## src/rtl/mode_ctrl_pkg.sv

```systemverilog
// Shared constants for the converter control block and its host controller
package mode_ctrl_pkg;
    localparam int          CLK_MHZ          = 100;
    localparam int          PARTIAL_MIN_NS   = 55;
    localparam int          PARTIAL_MAX_NS   = 2000;
    localparam int          FULL_MIN_NS      = 3000;
    localparam int          PARTIAL_SETUP_NS = 50;
    localparam int          FULL_SETUP_US    = 253;
    localparam int          POWER_UP_MS      = 10;
    localparam int          WAKE_UP_NS       = 1000;
    localparam int          PARTIAL_MIN_CYC  = (PARTIAL_MIN_NS * CLK_MHZ + 999) / 1000;
    localparam int          PARTIAL_MAX_CYC  = PARTIAL_MAX_NS * CLK_MHZ / 1000;
    localparam int          FULL_MIN_CYC     = (FULL_MIN_NS * CLK_MHZ + 999) / 1000;
    localparam int          PARTIAL_SETUP_CYC = (PARTIAL_SETUP_NS * CLK_MHZ + 999) / 1000;
    localparam int          FULL_SETUP_CYC   = FULL_SETUP_US * CLK_MHZ;
    localparam int          POWER_UP_CYC     = POWER_UP_MS * 1000 * CLK_MHZ;
    localparam int          WAKE_UP_CYC      = (WAKE_UP_NS * CLK_MHZ + 999) / 1000 + 1;
    localparam int          CONV_CYC         = 40;
    localparam logic [7:0]  STATUS_ADDR      = 8'h01;
    localparam logic [7:0]  CONFIG_ADDR      = 8'h02;
    localparam logic [7:0]  RATIO_ADDR       = 8'h08;
    localparam logic [7:0]  RANGE_ADDR       = 8'h03;
    localparam logic [7:0]  FEATURE_ADDR     = 8'h21;
    localparam int          RESET_DETECT_BIT = 7;
    localparam logic [7:0]  CONFIG_RESET     = 8'h00;
    localparam logic [7:0]  RATIO_RESET      = 8'h00;
    localparam logic [7:0]  RANGE_RESET      = 8'h00;
    localparam logic [7:0]  FEATURE_RESET    = 8'h00;
    localparam logic [3:0]  RATIO_MAX_SW     = 4'h8;
    localparam logic [2:0]  OS_SOFTWARE      = 3'h7;
    localparam logic [1:0]  LANES_HW         = 2'h1;
    typedef enum logic [1:0] {
        PWR_NORMAL  = 2'b00,
        PWR_STANDBY = 2'b01,
        PWR_AUTO    = 2'b10,
        PWR_SHUT    = 2'b11
    } power_t;
endpackage

```

## src/rtl/mode_ctrl_if.sv

```systemverilog
// Pin-level link between the host controller and the converter control block
`timescale 1ns/10ps
interface mode_ctrl_if;
    logic       resetPin;
    logic       sampleTrigger;
    logic       standbyRequestN;
    logic       rangePin;
    logic [2:0] oversampleSelectPins;
    logic       interfaceTypePin;
    logic       refSelectPin;
    logic       busy;
    logic       regWrite;
    logic       regRead;
    logic [7:0] regAddr;
    logic [7:0] regWdata;
    logic [7:0] regRdata;
    modport device (
        input  resetPin, sampleTrigger, standbyRequestN, rangePin, oversampleSelectPins,
        input  interfaceTypePin, refSelectPin, regWrite, regRead, regAddr, regWdata,
        output busy, regRdata
    );
    modport host (
        output resetPin, sampleTrigger, standbyRequestN, rangePin, oversampleSelectPins,
        output interfaceTypePin, refSelectPin, regWrite, regRead, regAddr, regWdata,
        input  busy, regRdata
    );
endinterface

```

## src/rtl/adc_mode_reset_power_ctrl.sv

```systemverilog
// Converter control end: mode select, reset decode, power states, registers
`timescale 1ns/10ps
module adc_mode_reset_power_ctrl #(
    parameter int CONV_CYCLES = mode_ctrl_pkg::CONV_CYC
) (
    input  wire logic       mclk,
    input  wire logic       rst,
    mode_ctrl_if.device     link,
    output logic            softwareMode,
    output logic [8:0]      averagingRatio,
    output logic [1:0]      powerState,
    output logic            serialMode,
    output logic            internalRef,
    output logic [1:0]      serialLanes,
    output logic [7:0]      channelRange,
    output logic            featuresEnabled,
    output logic            partialResetPulse,
    output logic            resultValid
);
    typedef struct packed {
        logic [15:0] pulseCnt;
        logic        prevReset;
        logic        prevTrig;
        logic        prevBusy;
        logic        swMode;
        logic        serMode;
        logic [2:0]  hwRatioCode;
        logic [7:0]  config_;
        logic [7:0]  ratioReg;
        logic [7:0]  rangeReg;
        logic [7:0]  featureReg;
        logic        resetDetect;
        logic        busy;
        logic [15:0] convCnt;
        logic        asleep;
        logic        valid;
        logic        partial;
        logic [7:0]  rdata;
    } state_t;

    state_t cur_ff;
    state_t nxt_cur;
    logic   trigRise;
    logic   resetFall;
    logic   partialHit;
    logic   fullHit;
    logic [1:0] pwr;

    always_comb begin
        trigRise   = link.sampleTrigger && !cur_ff.prevTrig;
        resetFall  = !link.resetPin && cur_ff.prevReset;
        partialHit = resetFall && cur_ff.pulseCnt >= 16'(mode_ctrl_pkg::PARTIAL_MIN_CYC)
                     && cur_ff.pulseCnt <= 16'(mode_ctrl_pkg::PARTIAL_MAX_CYC);
        fullHit    = resetFall
                     && cur_ff.pulseCnt >= 16'(mode_ctrl_pkg::FULL_MIN_CYC);
        if (!cur_ff.swMode) begin
            if (link.standbyRequestN) begin
                pwr = mode_ctrl_pkg::PWR_NORMAL;
            end else begin
                pwr = link.rangePin ? mode_ctrl_pkg::PWR_STANDBY : mode_ctrl_pkg::PWR_SHUT;
            end
        end else begin
            pwr = cur_ff.config_[1:0];
        end
        nxt_cur           = cur_ff;
        nxt_cur.prevReset = link.resetPin;
        nxt_cur.prevTrig  = link.sampleTrigger;
        nxt_cur.prevBusy  = cur_ff.busy;
        nxt_cur.partial   = partialHit;
        nxt_cur.rdata     = 8'h00;
        if (link.resetPin) begin
            if (cur_ff.pulseCnt != 16'hffff) begin
                nxt_cur.pulseCnt = cur_ff.pulseCnt + 16'h0001;
            end
        end else begin
            nxt_cur.pulseCnt = 16'h0000;
        end
        // Conversion timing; busy falls when all channels finish
        if (cur_ff.busy) begin
            if (cur_ff.convCnt == 16'h0000) begin
                nxt_cur.busy  = 1'b0;
                nxt_cur.valid = 1'b1;
                if (!cur_ff.swMode) begin
                    nxt_cur.hwRatioCode = link.oversampleSelectPins;
                end
            end else begin
                nxt_cur.convCnt = cur_ff.convCnt - 16'h0001;
            end
        end else if (trigRise && !link.resetPin && pwr != mode_ctrl_pkg::PWR_SHUT
                     && !(pwr == mode_ctrl_pkg::PWR_STANDBY)) begin
            nxt_cur.busy    = 1'b1;
            nxt_cur.valid   = 1'b0;
            nxt_cur.convCnt = 16'(CONV_CYCLES - 1);
            nxt_cur.asleep  = 1'b0;
        end
        if (pwr == mode_ctrl_pkg::PWR_AUTO && cur_ff.prevBusy && !cur_ff.busy) begin
            nxt_cur.asleep = 1'b1;
        end
        if (pwr != mode_ctrl_pkg::PWR_AUTO) begin
            nxt_cur.asleep = 1'b0;
        end
        // Register port; feature registers only in software mode
        if (link.regWrite && cur_ff.swMode) begin
            unique case (link.regAddr)
                mode_ctrl_pkg::CONFIG_ADDR:  nxt_cur.config_    = link.regWdata;
                mode_ctrl_pkg::RATIO_ADDR:   nxt_cur.ratioReg   = link.regWdata;
                mode_ctrl_pkg::RANGE_ADDR:   nxt_cur.rangeReg   = link.regWdata;
                mode_ctrl_pkg::FEATURE_ADDR: nxt_cur.featureReg = link.regWdata;
                default: ;
            endcase
        end
        if (link.regRead) begin
            unique case (link.regAddr)
                mode_ctrl_pkg::STATUS_ADDR: begin
                    nxt_cur.rdata = {cur_ff.resetDetect, 7'h00};
                    nxt_cur.resetDetect = 1'b0;
                end
                mode_ctrl_pkg::CONFIG_ADDR:  nxt_cur.rdata = cur_ff.config_;
                mode_ctrl_pkg::RATIO_ADDR:   nxt_cur.rdata = cur_ff.ratioReg;
                mode_ctrl_pkg::RANGE_ADDR:   nxt_cur.rdata = cur_ff.rangeReg;
                mode_ctrl_pkg::FEATURE_ADDR: nxt_cur.rdata = cur_ff.featureReg;
                default:                     nxt_cur.rdata = 8'h00;
            endcase
        end
        // Any reset pulse held high aborts the running conversion
        if (link.resetPin) begin
            nxt_cur.busy  = 1'b0;
            nxt_cur.valid = 1'b0;
        end
        if (partialHit) begin
            nxt_cur.asleep      = 1'b0;
            nxt_cur.resetDetect = 1'b1;
        end
        if (fullHit) begin
            nxt_cur.config_     = mode_ctrl_pkg::CONFIG_RESET;
            nxt_cur.ratioReg    = mode_ctrl_pkg::RATIO_RESET;
            nxt_cur.rangeReg    = mode_ctrl_pkg::RANGE_RESET;
            nxt_cur.featureReg  = mode_ctrl_pkg::FEATURE_RESET;
            nxt_cur.asleep      = 1'b0;
            nxt_cur.swMode      = link.oversampleSelectPins == mode_ctrl_pkg::OS_SOFTWARE;
            nxt_cur.serMode     = link.interfaceTypePin;
            nxt_cur.hwRatioCode = link.oversampleSelectPins;
            nxt_cur.resetDetect = 1'b1;
        end
    end

    always_ff @(posedge mclk or posedge rst) begin
        if (rst) begin
            cur_ff <= '0;
        end else begin
            cur_ff <= nxt_cur;
        end
    end

    always_comb begin
        logic [3:0] code;
        code = 4'h0;
        if (cur_ff.swMode) begin
            code = (cur_ff.ratioReg[3:0] > mode_ctrl_pkg::RATIO_MAX_SW) ?
                   4'h0 : cur_ff.ratioReg[3:0];
        end else begin
            code = {1'b0, cur_ff.hwRatioCode};
        end
        averagingRatio = 9'h001 << code;
    end

    assign link.busy         = cur_ff.busy;
    assign link.regRdata     = cur_ff.rdata;
    assign softwareMode      = cur_ff.swMode;
    assign powerState        = cur_ff.asleep ? mode_ctrl_pkg::PWR_STANDBY : pwr;
    assign serialMode        = cur_ff.serMode;
    assign internalRef       = link.refSelectPin;
    assign serialLanes       = cur_ff.swMode ? cur_ff.config_[4:3] : mode_ctrl_pkg::LANES_HW;
    assign channelRange      = cur_ff.swMode ? cur_ff.rangeReg : {8{link.rangePin}};
    assign featuresEnabled   = cur_ff.swMode && cur_ff.featureReg[0];
    assign partialResetPulse = cur_ff.partial;
    assign resultValid       = cur_ff.valid;
endmodule

```

## src/flat_wrapper.sv

```systemverilog
// flat-port wrapper written by rule: the top's interface ports become plain ports
module adc_mode_reset_power_ctrl_flat 
#(
    parameter int CONV_CYCLES = mode_ctrl_pkg::CONV_CYC
)
  (mclk, rst, softwareMode, averagingRatio, powerState, serialMode, internalRef, serialLanes, channelRange, featuresEnabled, partialResetPulse, resultValid, link_resetPin, link_sampleTrigger, link_standbyRequestN, link_rangePin, link_oversampleSelectPins, link_interfaceTypePin, link_refSelectPin, link_regWrite, link_regRead, link_regAddr, link_regWdata, link_busy, link_regRdata);
  mode_ctrl_if link_i ();
  input  wire logic mclk;
  input  wire logic rst;
  output logic softwareMode;
  output logic [8:0] averagingRatio;
  output logic [1:0] powerState;
  output logic serialMode;
  output logic internalRef;
  output logic [1:0] serialLanes;
  output logic [7:0] channelRange;
  output logic featuresEnabled;
  output logic partialResetPulse;
  output logic resultValid;
  input wire logic [$bits(link_i.resetPin)-1:0] link_resetPin;
  input wire logic [$bits(link_i.sampleTrigger)-1:0] link_sampleTrigger;
  input wire logic [$bits(link_i.standbyRequestN)-1:0] link_standbyRequestN;
  input wire logic [$bits(link_i.rangePin)-1:0] link_rangePin;
  input wire logic [$bits(link_i.oversampleSelectPins)-1:0] link_oversampleSelectPins;
  input wire logic [$bits(link_i.interfaceTypePin)-1:0] link_interfaceTypePin;
  input wire logic [$bits(link_i.refSelectPin)-1:0] link_refSelectPin;
  input wire logic [$bits(link_i.regWrite)-1:0] link_regWrite;
  input wire logic [$bits(link_i.regRead)-1:0] link_regRead;
  input wire logic [$bits(link_i.regAddr)-1:0] link_regAddr;
  input wire logic [$bits(link_i.regWdata)-1:0] link_regWdata;
  output wire logic [$bits(link_i.busy)-1:0] link_busy;
  output wire logic [$bits(link_i.regRdata)-1:0] link_regRdata;
  assign link_i.resetPin = link_resetPin;
  assign link_i.sampleTrigger = link_sampleTrigger;
  assign link_i.standbyRequestN = link_standbyRequestN;
  assign link_i.rangePin = link_rangePin;
  assign link_i.oversampleSelectPins = link_oversampleSelectPins;
  assign link_i.interfaceTypePin = link_interfaceTypePin;
  assign link_i.refSelectPin = link_refSelectPin;
  assign link_i.regWrite = link_regWrite;
  assign link_i.regRead = link_regRead;
  assign link_i.regAddr = link_regAddr;
  assign link_i.regWdata = link_regWdata;
  assign link_busy = link_i.busy;
  assign link_regRdata = link_i.regRdata;
  adc_mode_reset_power_ctrl #(.CONV_CYCLES(CONV_CYCLES)) u_core (.mclk(mclk), .rst(rst), .link(link_i), .softwareMode(softwareMode), .averagingRatio(averagingRatio), .powerState(powerState), .serialMode(serialMode), .internalRef(internalRef), .serialLanes(serialLanes), .channelRange(channelRange), .featuresEnabled(featuresEnabled), .partialResetPulse(partialResetPulse), .resultValid(resultValid));
endmodule
```

## config.mk

```make
export PLATFORM = sky130hd
export DESIGN_NAME = adc_mode_reset_power_ctrl_flat
export DESIGN_NICKNAME = d
export VERILOG_FILES = /design/src/rtl/mode_ctrl_pkg.sv /design/src/rtl/mode_ctrl_if.sv /design/src/rtl/adc_mode_reset_power_ctrl.sv /design/src/flat_wrapper.sv
export SDC_FILE = /design/constraint.sdc
export NUM_CORES = 1
export LEC_CHECK = 0
export ABC_AREA = 1
export BUFFER_PORTS_ARGS = -buffer_cell sky130_fd_sc_hd__buf_2
export CAP_MARGIN = 30
export CORE_MARGIN = 1.5
export CORE_UTILIZATION = 55
export DETAILED_ROUTE_END_ITERATION = 7
export GPL_TIMING_DRIVEN = 0
export PLACE_DENSITY_LB_ADDON = 0.08
export SYNTH_ARGS = -nofsm -noshare
export SYNTH_HDL_FRONTEND = slang
export SYNTH_SLANG_ARGS = --single-unit
```

## constraint.sdc

```tcl
create_clock -name mclk -period 3.1 [get_ports mclk]
set_clock_uncertainty 0.2 [all_clocks]
set_input_delay 0.155 -clock mclk [delete_from_list [all_inputs] [get_ports mclk]]
set_output_delay 0.155 -clock mclk [all_outputs]
set_load 0.005 [all_outputs]
```

# Word level (Yosys, flattened, before mapping)
# Cells that the tools add are included.
[classes]
n_reduce_logical = 38
order_cmp = 4
n_eq_ne = 16
add_sub_neg = 2
shifts = 1
mux = 37
[op_table]
columns = ["cell", "n"]
rows = [
  ["$mux W16", 3],
  ["$mux W8", 6],
  ["$pmux W8 S5", 1],
  ["$mux W36", 1],
  ["$mux W32", 1],
  ["$mux W19", 1],
  ["$mux W17", 1],
  ["$add A16 B1 Y16 const B", 1],
  ["$eq A8 B2 Y1 const B", 2],
  ["$ge A16 B3 Y1 const B", 1],
  ["$ge A16 B9 Y1 const B", 1],
  ["$le A16 B8 Y1 const B", 1],
  ["$logic_not A16 Y1", 1],
  ["$ne A16 B16 Y1 const B", 1],
  ["$reduce_and A2 Y1", 8],
  ["$reduce_bool A2 Y1", 8],
  ["$sub A16 B1 Y16 const B", 1],
  ["$mux W1", 13],
  ["$logic_and A1 B1 Y1", 12],
  ["$mux W2", 5],
  ["$mux W3", 3],
  ["$reduce_bool A3 Y1", 3],
  ["$shl A1 B4 Y9 const A", 1],
  ["$eq A8 B1 Y1 const B", 1],
  ["other kinds (14)", 21],
]
[word_totals]
regBits = 85
out_inout_bits = 36

# Logic depth before layout (Yosys ltp)
# Gate-level depths: netlist of run 1.
[logic_depth]
ltp_word = 12
ltp_mapped = 9

# Least setup slack after synthesis of run 1
# OpenSTA, ideal clock, no wires.
[synth_timing]
path_type = "reg-to-reg"
from = "register u_core.cur_ff[11] in the netlist's numbering"
to = "register u_core.cur_ff[23] in the netlist's numbering"
setup_slack_ns = 1.413
path_stages_with_launch = 10
setup_time_ns = 0.074
arrival_time_ns = 1.412
synth_period_minus_slack_ns = 1.687
required_time_ns = 2.826
path_cell_list = "dfrtp_1 > inv_1 > ha_1 > nand2_2 > nor2_4 > nand2_4 > a21oi_4 > buf_6 > nand2_1 > o21ai_2"
[synth_via]
elab_chain_cells = 3
word_cells_on_any_way = 6
classes_between = "add/sub (1); eq/ne (1); mux (2); reduce/logical (2)"
[synth_rtl]
columns = ["element", "line", "rtl"]
rows = [
  ["start, declared", "adc_mode_reset_power_ctrl.sv:41", "state_t cur_ff;"],
  ["start signal, assigned", "adc_mode_reset_power_ctrl.sv:151", "cur_ff <= nxt_cur;"],
  ["$sub A16 B1 Y16 or $logic_not A16 Y1 (tied branches)", "adc_mode_reset_power_ctrl.sv:87, adc_mode_reset_power_ctrl.sv:80", ""],
  ["$mux W16 or $ne A2 B2 Y1 (tied branches)", "--", ""],
  ["$mux W17 or $reduce_and A2 Y1 (tied branches)", "--", ""],
]
# Parallel ways exist; a longest one is shown, timed or not. The select of a mux whose other input is x is not followed.
# A chain may end at the register's enable or synchronous reset.

# Final worst setup path of run 1
[layout_timing]
from = "register u_core.cur_ff, in the netlist u_core.softwareMode"
to = "output port averagingRatio[5]"
[layout_via]
elab_chain_cells = 2
[layout_rtl]
columns = ["element", "line", "rtl"]
rows = [
  ["$mux W4", "adc_mode_reset_power_ctrl.sv:158", "if (cur_ff.swMode) begin"],
  ["$shl A1 B4 Y9", "adc_mode_reset_power_ctrl.sv:164", "averagingRatio = 9'h001 << code;"],
  ["end, declared", "flat_wrapper.sv:11", "output logic [8:0] averagingRatio;"],
]
# Every way passes these cells.

==> impl_results.md, run 1 <==
- Final antenna-violating net count: 0
- CP Data Arrival Time: 1.80 ns
- Syn Area/Cell: 7.606 µm²
- Worst Hold Class: input port to flop
- Mux contribution to synthesized area: 0
- Top sig layer: met4
- Register area: 2127 µm²
- RSZ-0062 raised after global routing: no
- Max IR drop VDD: 0.2218 mV
- Global-route wire length before repair: 20620 µm
- Final design utilization: 0.6630
- Warnings from Yosys: 0
- Sequential share of power: 0.506
- Critical Path Start: u_core.softwareMode
- Clock power frac: 0.367
- PwrDens: 405.5 nW/µm²
- Period utilisation layout: 0.6955
- Min Hold Slack: 0.04359 ns
- TNS Setup: 0 ns
- Simple-gate area share of the yosys netlist: 0.3707
- Combinational power share: 0.127
- Leakage: 3.028 nW
- Final setup violation count: 0
- R2R Setup Slk: 1.16 ns
- Routed WL per cell: 14.14 µm
- Start of the worst register-to-register path: u_core.cur_ff[11]
- Actual slew at the worst max-slew pin: 0.5963 ns
- Routed via count: 4564
- Crit-path slowest cell: dfrtp_1
- Placed cell area: 5409 µm²
- Commonest non-fill, non-tap cell in the layout: nand2_1
- Multi-input gate area: 2389 µm²
- CP startpoint kind: flop
- Die area: 9537 µm²
- Cells after synthesis: 648
- Clock-pin slew on the worst setup and hold paths: 0.10 ns
- Post-cts gate resize count: 0
- Routed length on met2: 5454 µm
- Die Height: 97.66 µm
- Detailed Place HPWL: 8859 µm
- Fin. Hold Viols: 0
- Root Buffer: clkbuf_8
- Slew Limit Fails: 0
- CORE AREA: 8721 µm²
- Max_cap viols: 0
- Port Buffers: 63
- Final instance area: 5782 µm²
- Clock Tree Buf Depth: 2
- Remaining DRCs: 0
- Initial antenna violation count: 0
- Tot GR Track Use: 0.2657
- CP Depth: 6
- Number of vias per cell: 5.357
- Cell mode on critical path: buf_2
- Post-synthesis cell type count: 36
- Reg-to-reg critical path endpoint: u_core.cur_ff[18]
- CTS tree: built
- Placer Congestion: 0.8931
- # IOs: 65
- Max_slew headroom: 0.6010
- Internal: 0.001653 W
- H-tree depth: 3
- Clock latency at the later pin of the worst-skew pair: 0.37 ns
- Main combinational cell family by area after synthesis: simple AND/OR/NAND/NOR gates
- Crit path largest cell delay: 0.39 ns
- Routed WL: 12050 µm
- Largest net degree at the start of global routing: 64
- Layout cells sized above 1: 0.2204
- Starting Density: 0.5651
- Worst path required time: 2.74 ns
- Mapped Nets: 681
- CTS Buf Count: 9
- N_diodes: 0
- Sw Share: 0.2948
- Crit-path max FO: 10
- Total of fill cells in the finished design: 772
- Tmin final: 2.156 ns
- Die X: 97.66 µm
- Crit path buf inv count: 3
- Kind of critical path: flop to output pin
- Number of global-route vias before repair: 4317
- Synth Cell Area: 4928 µm²
- Worst Reg-to-Reg Cells: 9
- Met1 Wirelength: 5890 µm
- NetSw: 0.0006912 W
- Clock Sinks: 85
- CP Capture Type: output pin
- Row Count: 34
- Worst Setup EP: averagingRatio[5]
- Total gr overflow: 0
- Synth Area in Adders: 0.01015
- DR WL met3: 591 µm
- Most frequent cells in the layout: 163 x nand2_1, 106 x nand3_1, 85 x dfrtp_1
- Syn-to-layout area delta: 17.31%
- Nets: 772
- Detailed Routing Iterations Pass 1: 4
- Synth Area in XOR/XNOR: 0.01066
- Post-synthesis sequential area ratio: 0.4316
- Max Clock Freq: 0.4638 GHz
- Crit path max-delay family: buffers and inverters
- Compound-gate portion of the synthesized area: 0.09317
- Outcome: completed
- Crit-path cells: buf_2 -> nand2_1 -> o22ai_1 -> inv_1 -> nor2_1 -> buf_2
- Initial DRC count: 275
- #FFs+latches synth: 85
logic make-up after synthesis:
logic type,count (synthesis)
fa+ha+maj,4
flops,85
xor+xnor,6
buf+inv,86
compound gates,73
simple gates,394
tightest hold or removal path, stage by stage:
cell,delay (ns)
buf_2,0.10
o21ai_0,0.07
o21ai_0,0.10
nor2_1,0.06
nand2_1,0.06
nor2_1,0.04
power groups by stage:
| stage | logic, W | registers, W | clock network, W |
|---|---|---|---|
| final | 0.000298 | 0.00119 | 0.000861 |
| after global routing | 0.000339 | 0.00119 | 0.000928 |
| after CTS | 0.000300 | 0.00118 | 0.000875 |
| after detailed placement | 0.000284 | 0.00121 | 0 |
| after global placement | 0.000271 | 0.00121 | 0 |
| after floorplan | 0.000193 | 0.00120 | 0 |
synth_stat cells:
library cell | instances | area share
o22ai_1 | 2 | 0.0025
nand4_1 | 9 | 0.011
nand2_4 | 3 | 0.0069
or2_2 | 4 | 0.0051
a21oi_1 | 3 | 0.0030
nand2_1 | 163 | 0.12
nor2_8 | 2 | 0.0081
nand3_2 | 4 | 0.0081
o21ai_2 | 19 | 0.034
buf_4 | 10 | 0.015
inv_1 | 53 | 0.040
buf_8 | 1 | 0.0030
nand3_4 | 1 | 0.0036
a31oi_1 | 4 | 0.0051
clkbuf_1 | 3 | 0.0023
o21ai_0 | 31 | 0.031
xnor2_1 | 1 | 0.0018
a21oi_4 | 1 | 0.0033
nor2_1 | 74 | 0.056
o21ai_1 | 12 | 0.012
buf_2 | 9 | 0.0091
and2_4 | 1 | 0.0018
dfrtp_1 | 85 | 0.43
nand3_1 | 106 | 0.11
buf_1 | 1 | 0.00076
nand4_2 | 1 | 0.0025
ha_1 | 4 | 0.010
nor3_1 | 8 | 0.0081
nor2_2 | 5 | 0.0063
buf_6 | 4 | 0.0091
a31o_2 | 1 | 0.0018
nand2_2 | 8 | 0.010
nor2_4 | 4 | 0.0091
xor2_1 | 5 | 0.0089
inv_2 | 5 | 0.0038
and2_1 | 1 | 0.0013
flip-flops by register name, indices dropped and copies added (netlist names):
signal / count
u_core.link.regRdata: 8
u_core.cur_ff: 72
u_core.softwareMode: 1
u_core.serialMode: 1
u_core.link.busy: 1
u_core.partialResetPulse: 1
u_core.resultValid: 1
per-layer routing:
metal	GRT usage	up-vias
met5	0	-
li1	-	2303
met4	0.06154	0
met2	0.4108	124
met3	0.04245	12
met1	0.3940	2125
per-stage QoR:
| stage | power (W) | setup slack (ns) | cells |
|---|---|---|---|
| 4_1_cts | 0.002360 | 0.8968 | 852 |
| 5_1_grt | 0.002459 | 0.6758 | 852 |
| 3_5_place_dp | 0.001491 | 1.178 | 820 |
| 3_3_place_gp | 0.001476 | -0.4513 | 819 |
| 6_report | 0.002344 | 0.9440 | 852 |
| 2_1_floorplan | 0.001390 | 0.5515 | 648 |
worst min-delay path by stage:
| stage | endpoint | from | depth (start not counted) |
|---|---|---|---|
| 4_1_cts | u_core.cur_ff[10] | link_rangePin | 6 |
| 5_1_grt | u_core.cur_ff[10] | link_rangePin | 6 |
| 6_report | u_core.cur_ff[10] | link_rangePin | 6 |
| 3_5_place_dp | u_core.cur_ff[74] | rst | 2 |
| 2_1_floorplan | u_core.cur_ff[67] | link_sampleTrigger | 0 |
| 3_3_place_gp | u_core.cur_ff[67] | link_sampleTrigger | 1 |
area by class of cell:
cell class                      count  share of cell area
Clock buffer                        9             0.02142
Timing Repair Buffer               80             0.08699
Clock inverter                      7             0.01536
Buffer                             28             0.03376
Inverter                           58             0.03809
Tap cell                          108             0.02337
Sequential cell                    85              0.3679
Multi-Input combinational cell    477              0.4131
timing repair:
item,4_1_cts,5_1_grt
endpoints found under the hold margin,134,0
hold buffers,16,0
buffers inserted,0,0
Power figures use the tool's default switching activity.
==> run 2: changes to the inputs <==
--- a/config.mk
+++ b/config.mk
@@ -5,7 +5,7 @@
 export SDC_FILE = /design/constraint.sdc
 export NUM_CORES = 1
 export LEC_CHECK = 0
-export ABC_AREA = 1
+export ABC_AREA = 0
 export BUFFER_PORTS_ARGS = -buffer_cell sky130_fd_sc_hd__buf_2
 export CAP_MARGIN = 30
 export CORE_MARGIN = 1.5
==> constraint.sdc (replaced) <==
create_clock -name mclk -period 2.1 [get_ports mclk]
set_clock_uncertainty 0.2 [all_clocks]
set_input_delay 0.105 -clock mclk [delete_from_list [all_inputs] [get_ports mclk]]
set_output_delay 0.105 -clock mclk [all_outputs]
set_load 0.005 [all_outputs]
==> run 2 against run 1 <==
Flip-flop and latch count unchanged; area after synthesis fell by 8.6%; the flow now finishes with violations (negative setup slack); critical path depth is 1 lower; power rose by 63%; die area fell by 8.3%.
==> impl_results.md, run 2 <==
- Warnings from Yosys: 0
- Synth cell count leaders: 87 x nand2_1, 85 x dfrtp_1, 41 x a21oi_1
- Failing checks: negative setup slack
- Area leader, netlist: dfrtp_1
- Final antenna-violating net count: 0
- Final instance area: 5708 µm²
- Tot GR Track Use: 0.2738
- Syn Area/Cell: 9.423 µm²
- Commonest non-fill, non-tap cell in the layout: nand2_1
- PwrDens: 670.0 nW/µm²
- Crit-path cells: or4_4 -> nor4_4 -> nand4_2 -> o21bai_4 -> mux2_4
- Detailed Place HPWL: 7779 µm
- H-tree depth: 3
- Sw Share: 0.2679
- Number of vias per cell: 5.772
- Largest register by flop count: u_core.cur_ff
- Most common flop cell mapped by yosys: dfrtp_1
- Clock Tree Buf Depth: 2
- # IOs: 65
- Clock-pin slew on the worst setup and hold paths: 0.09 ns
- Kind of critical path: flop to flop
- Crit path largest cell delay: 0.56 ns
- CTS tree: built
- Reg-to-reg critical path endpoint: u_core.cur_ff[62]
- Max reg flops: 72
- Die Height: 93.50 µm
- CP Capture Type: flop
- Post-synthesis sequential area ratio: 0.4722
- Worst Setup EP: u_core.cur_ff[62]
- Clock Sinks: 85
- Placed cell area: 4995 µm²
- Root Buffer: clkbuf_8
- CORE AREA: 7807 µm²
- Worst Hold Class: input port to flop
- Mapped Nets: 511
- Row Count: 32
- Final worst slack: -0.2666 ns
- Number of global-route vias before repair: 3600
- Cells after synthesis: 478
- Worst path required time: 2.14 ns
- Port Buffers: 63
- Die area: 8741 µm²
- Final setup violation count: 3
- Max IR drop VDD: 0.4477 mV
- Total gr overflow: 0
- CTS Buf Count: 9
- CP startpoint kind: flop
- Routed WL: 11680 µm
- Max_cap viols: 0
- Clock latency at the later pin of the worst-skew pair: 0.36 ns
- Most frequent cells in the layout: 85 x nand2_1, 79 x dfrtp_1, 71 x buf_2
- Max_slew headroom: 0.5221
- R2R Setup Slk: -0.27 ns
- Synth Cell Area: 4504 µm²
- Routed WL per cell: 16.78 µm
- Synth top area cells: dfrtp_1 47%, nand2_1 7.3%, a21oi_1 4.6%
- CP Data Arrival Time: 2.41 ns
- Clock power frac: 0.364
- DP Worst Slack: -0.3716 ns
- Post-synth ARST share: 1.000
- Crit-path max FO: 4
- Max Clock Freq: 0.4225 GHz
- Fin. Hold Viols: 0
- Internal: 0.002800 W
- Critical Path Start: u_core.cur_ff[23]
- Routed via count: 4017
- Nets: 622
- Most numerous cell in the Yosys netlist: nand2_1
- Die X: 93.50 µm
- Syn-to-layout area delta: 26.72%
- RSZ-0062 raised after global routing: yes
- Starting Density: 0.5769
- Actual slew at the worst max-slew pin: 0.7153 ns
- Sequential share of power: 0.478
- Placer Congestion: 0.8460
- Largest net degree at the start of global routing: 38
- Multi-input gate area: 2323 µm²
- NetSw: 0.001024 W
- Synth top area share: 0.4722
- Layout cells sized above 1: 0.2727
- Initial DRC count: 310
- Start of the worst register-to-register path: u_core.cur_ff[23]
- Detailed Routing Iterations Pass 1: 7
- Slew Limit Fails: 0
- Combinational power share: 0.158
- Total of fill cells in the finished design: 604
- Remaining DRCs: 0
- Initial antenna violation count: 0
- Post-synth EDFFs: 0
- Global-route wire length before repair: 18310 µm
- N_diodes: 0
- Register area: 2135 µm²
- Period utilisation layout: 1.127
- #FFs+latches synth: 85
- Post-synthesis cell type count: 60
- Outcome: finished, violations left
- Tmin final: 2.367 ns
- Leakage: 2.775 nW
- Crit-path slowest cell: or4_4
- Worst Reg-to-Reg Cells: 5
==> run 2: how the worst min path moves through the flow <==
stage	from	end	slack, ns	cells past startpoint
global route	link_regAddr[0]	u_core.link.regRdata[7]	0.02	4
finish	link_regAddr[0]	u_core.link.regRdata[7]	0.02	4
global placement	link_sampleTrigger	u_core.cur_ff[67]	0.03	1
CTS	link_regAddr[0]	u_core.link.regRdata[7]	0.004	4
floorplan	link_sampleTrigger	u_core.cur_ff[67]	-0.06	0
detailed placement	rst	u_core.cur_ff[50]	-0.10	2
==> run 2: cell type report <==
cell class                      count  share of cell area
Buffer                             25             0.02587
Inverter                            9            0.007014
Tap cell                          102             0.02236
Timing Repair Buffer              104              0.1219
Clock inverter                      6             0.01951
Sequential cell                    85              0.3740
Clock buffer                       10             0.02236
Multi-Input combinational cell    355              0.4071
==> run 2: metrics by stage <==
stage / TNS, ns / instances / total power (W) / hold WS, ns / util
after floorplan: -0.2600 / 478 / 0.002137 / -0.06357 / -
after global placement: -11.12 / 643 / 0.002304 / 0.02686 / 0.6346
after detailed placement: -12.59 / 645 / 0.002330 / -0.1039 / 0.6397
after CTS: -2.217 / 684 / 0.003755 / 0.004069 / 0.7059
after global routing: -1.209 / 696 / 0.004002 / 0.01894 / 0.7311
final: -0.7798 / 696 / 0.003824 / 0.02129 / 0.7311
==> run 2: layer usage <==
layer	global-route usage	share of wire	vias to the layer above
met5	0	0	-
met4	0.09091	0.016	0
met3	0.03252	0.060	19
met2	0.4191	0.47	156
met1	0.4043	0.45	1926
li1	-	-	1916
==> run 2: critical path: cells and delay by family (launching register included) <==
kind	cells	cell delay (ns)
AO/OA/AOI/OAI	1	0.26
multiplexers	1	0.32
AND/OR/NAND/NOR	3	1.03
flip-flops	1	0.43
==> run 2: power by group through the flow <==
| stage | sequential, W | combinational, W | clock (W) |
|---|---|---|---|
| 4_1_cts | 0.00181 | 0.000532 | 0.00141 |
| 5_1_grt | 0.00184 | 0.000671 | 0.00149 |
| 3_5_place_dp | 0.00185 | 0.000483 | 0 |
| 2_1_floorplan | 0.00182 | 0.000316 | 0 |
| 3_3_place_gp | 0.00184 | 0.000463 | 0 |
| 6_report | 0.00183 | 0.000604 | 0.00139 |
==> run 2: cells by family (layout without fill, tap and decap cells) <==
family	after synthesis	count (layout)	synth area share
adder cells (fa/ha/maj)	4	4	0.01111
multiplexers	24	24	0.05694
flip-flops	85	85	0.4722
XOR/XNOR	12	12	0.02333
AO/OA/AOI/OAI	87	87	0.1261
buffers and inverters	38	154	0.04083
AND/OR/NAND/NOR	228	228	0.2694
==> run 2: what timing repair did <==
action	in CTS	in global routing
setup endpoints to repair	79	84
pin swaps	5	11
gates resized for setup	16	28
gates cloned	0	0
hold buffers	19	0
setup buffers	5	15
hold endpoints to repair	94	0
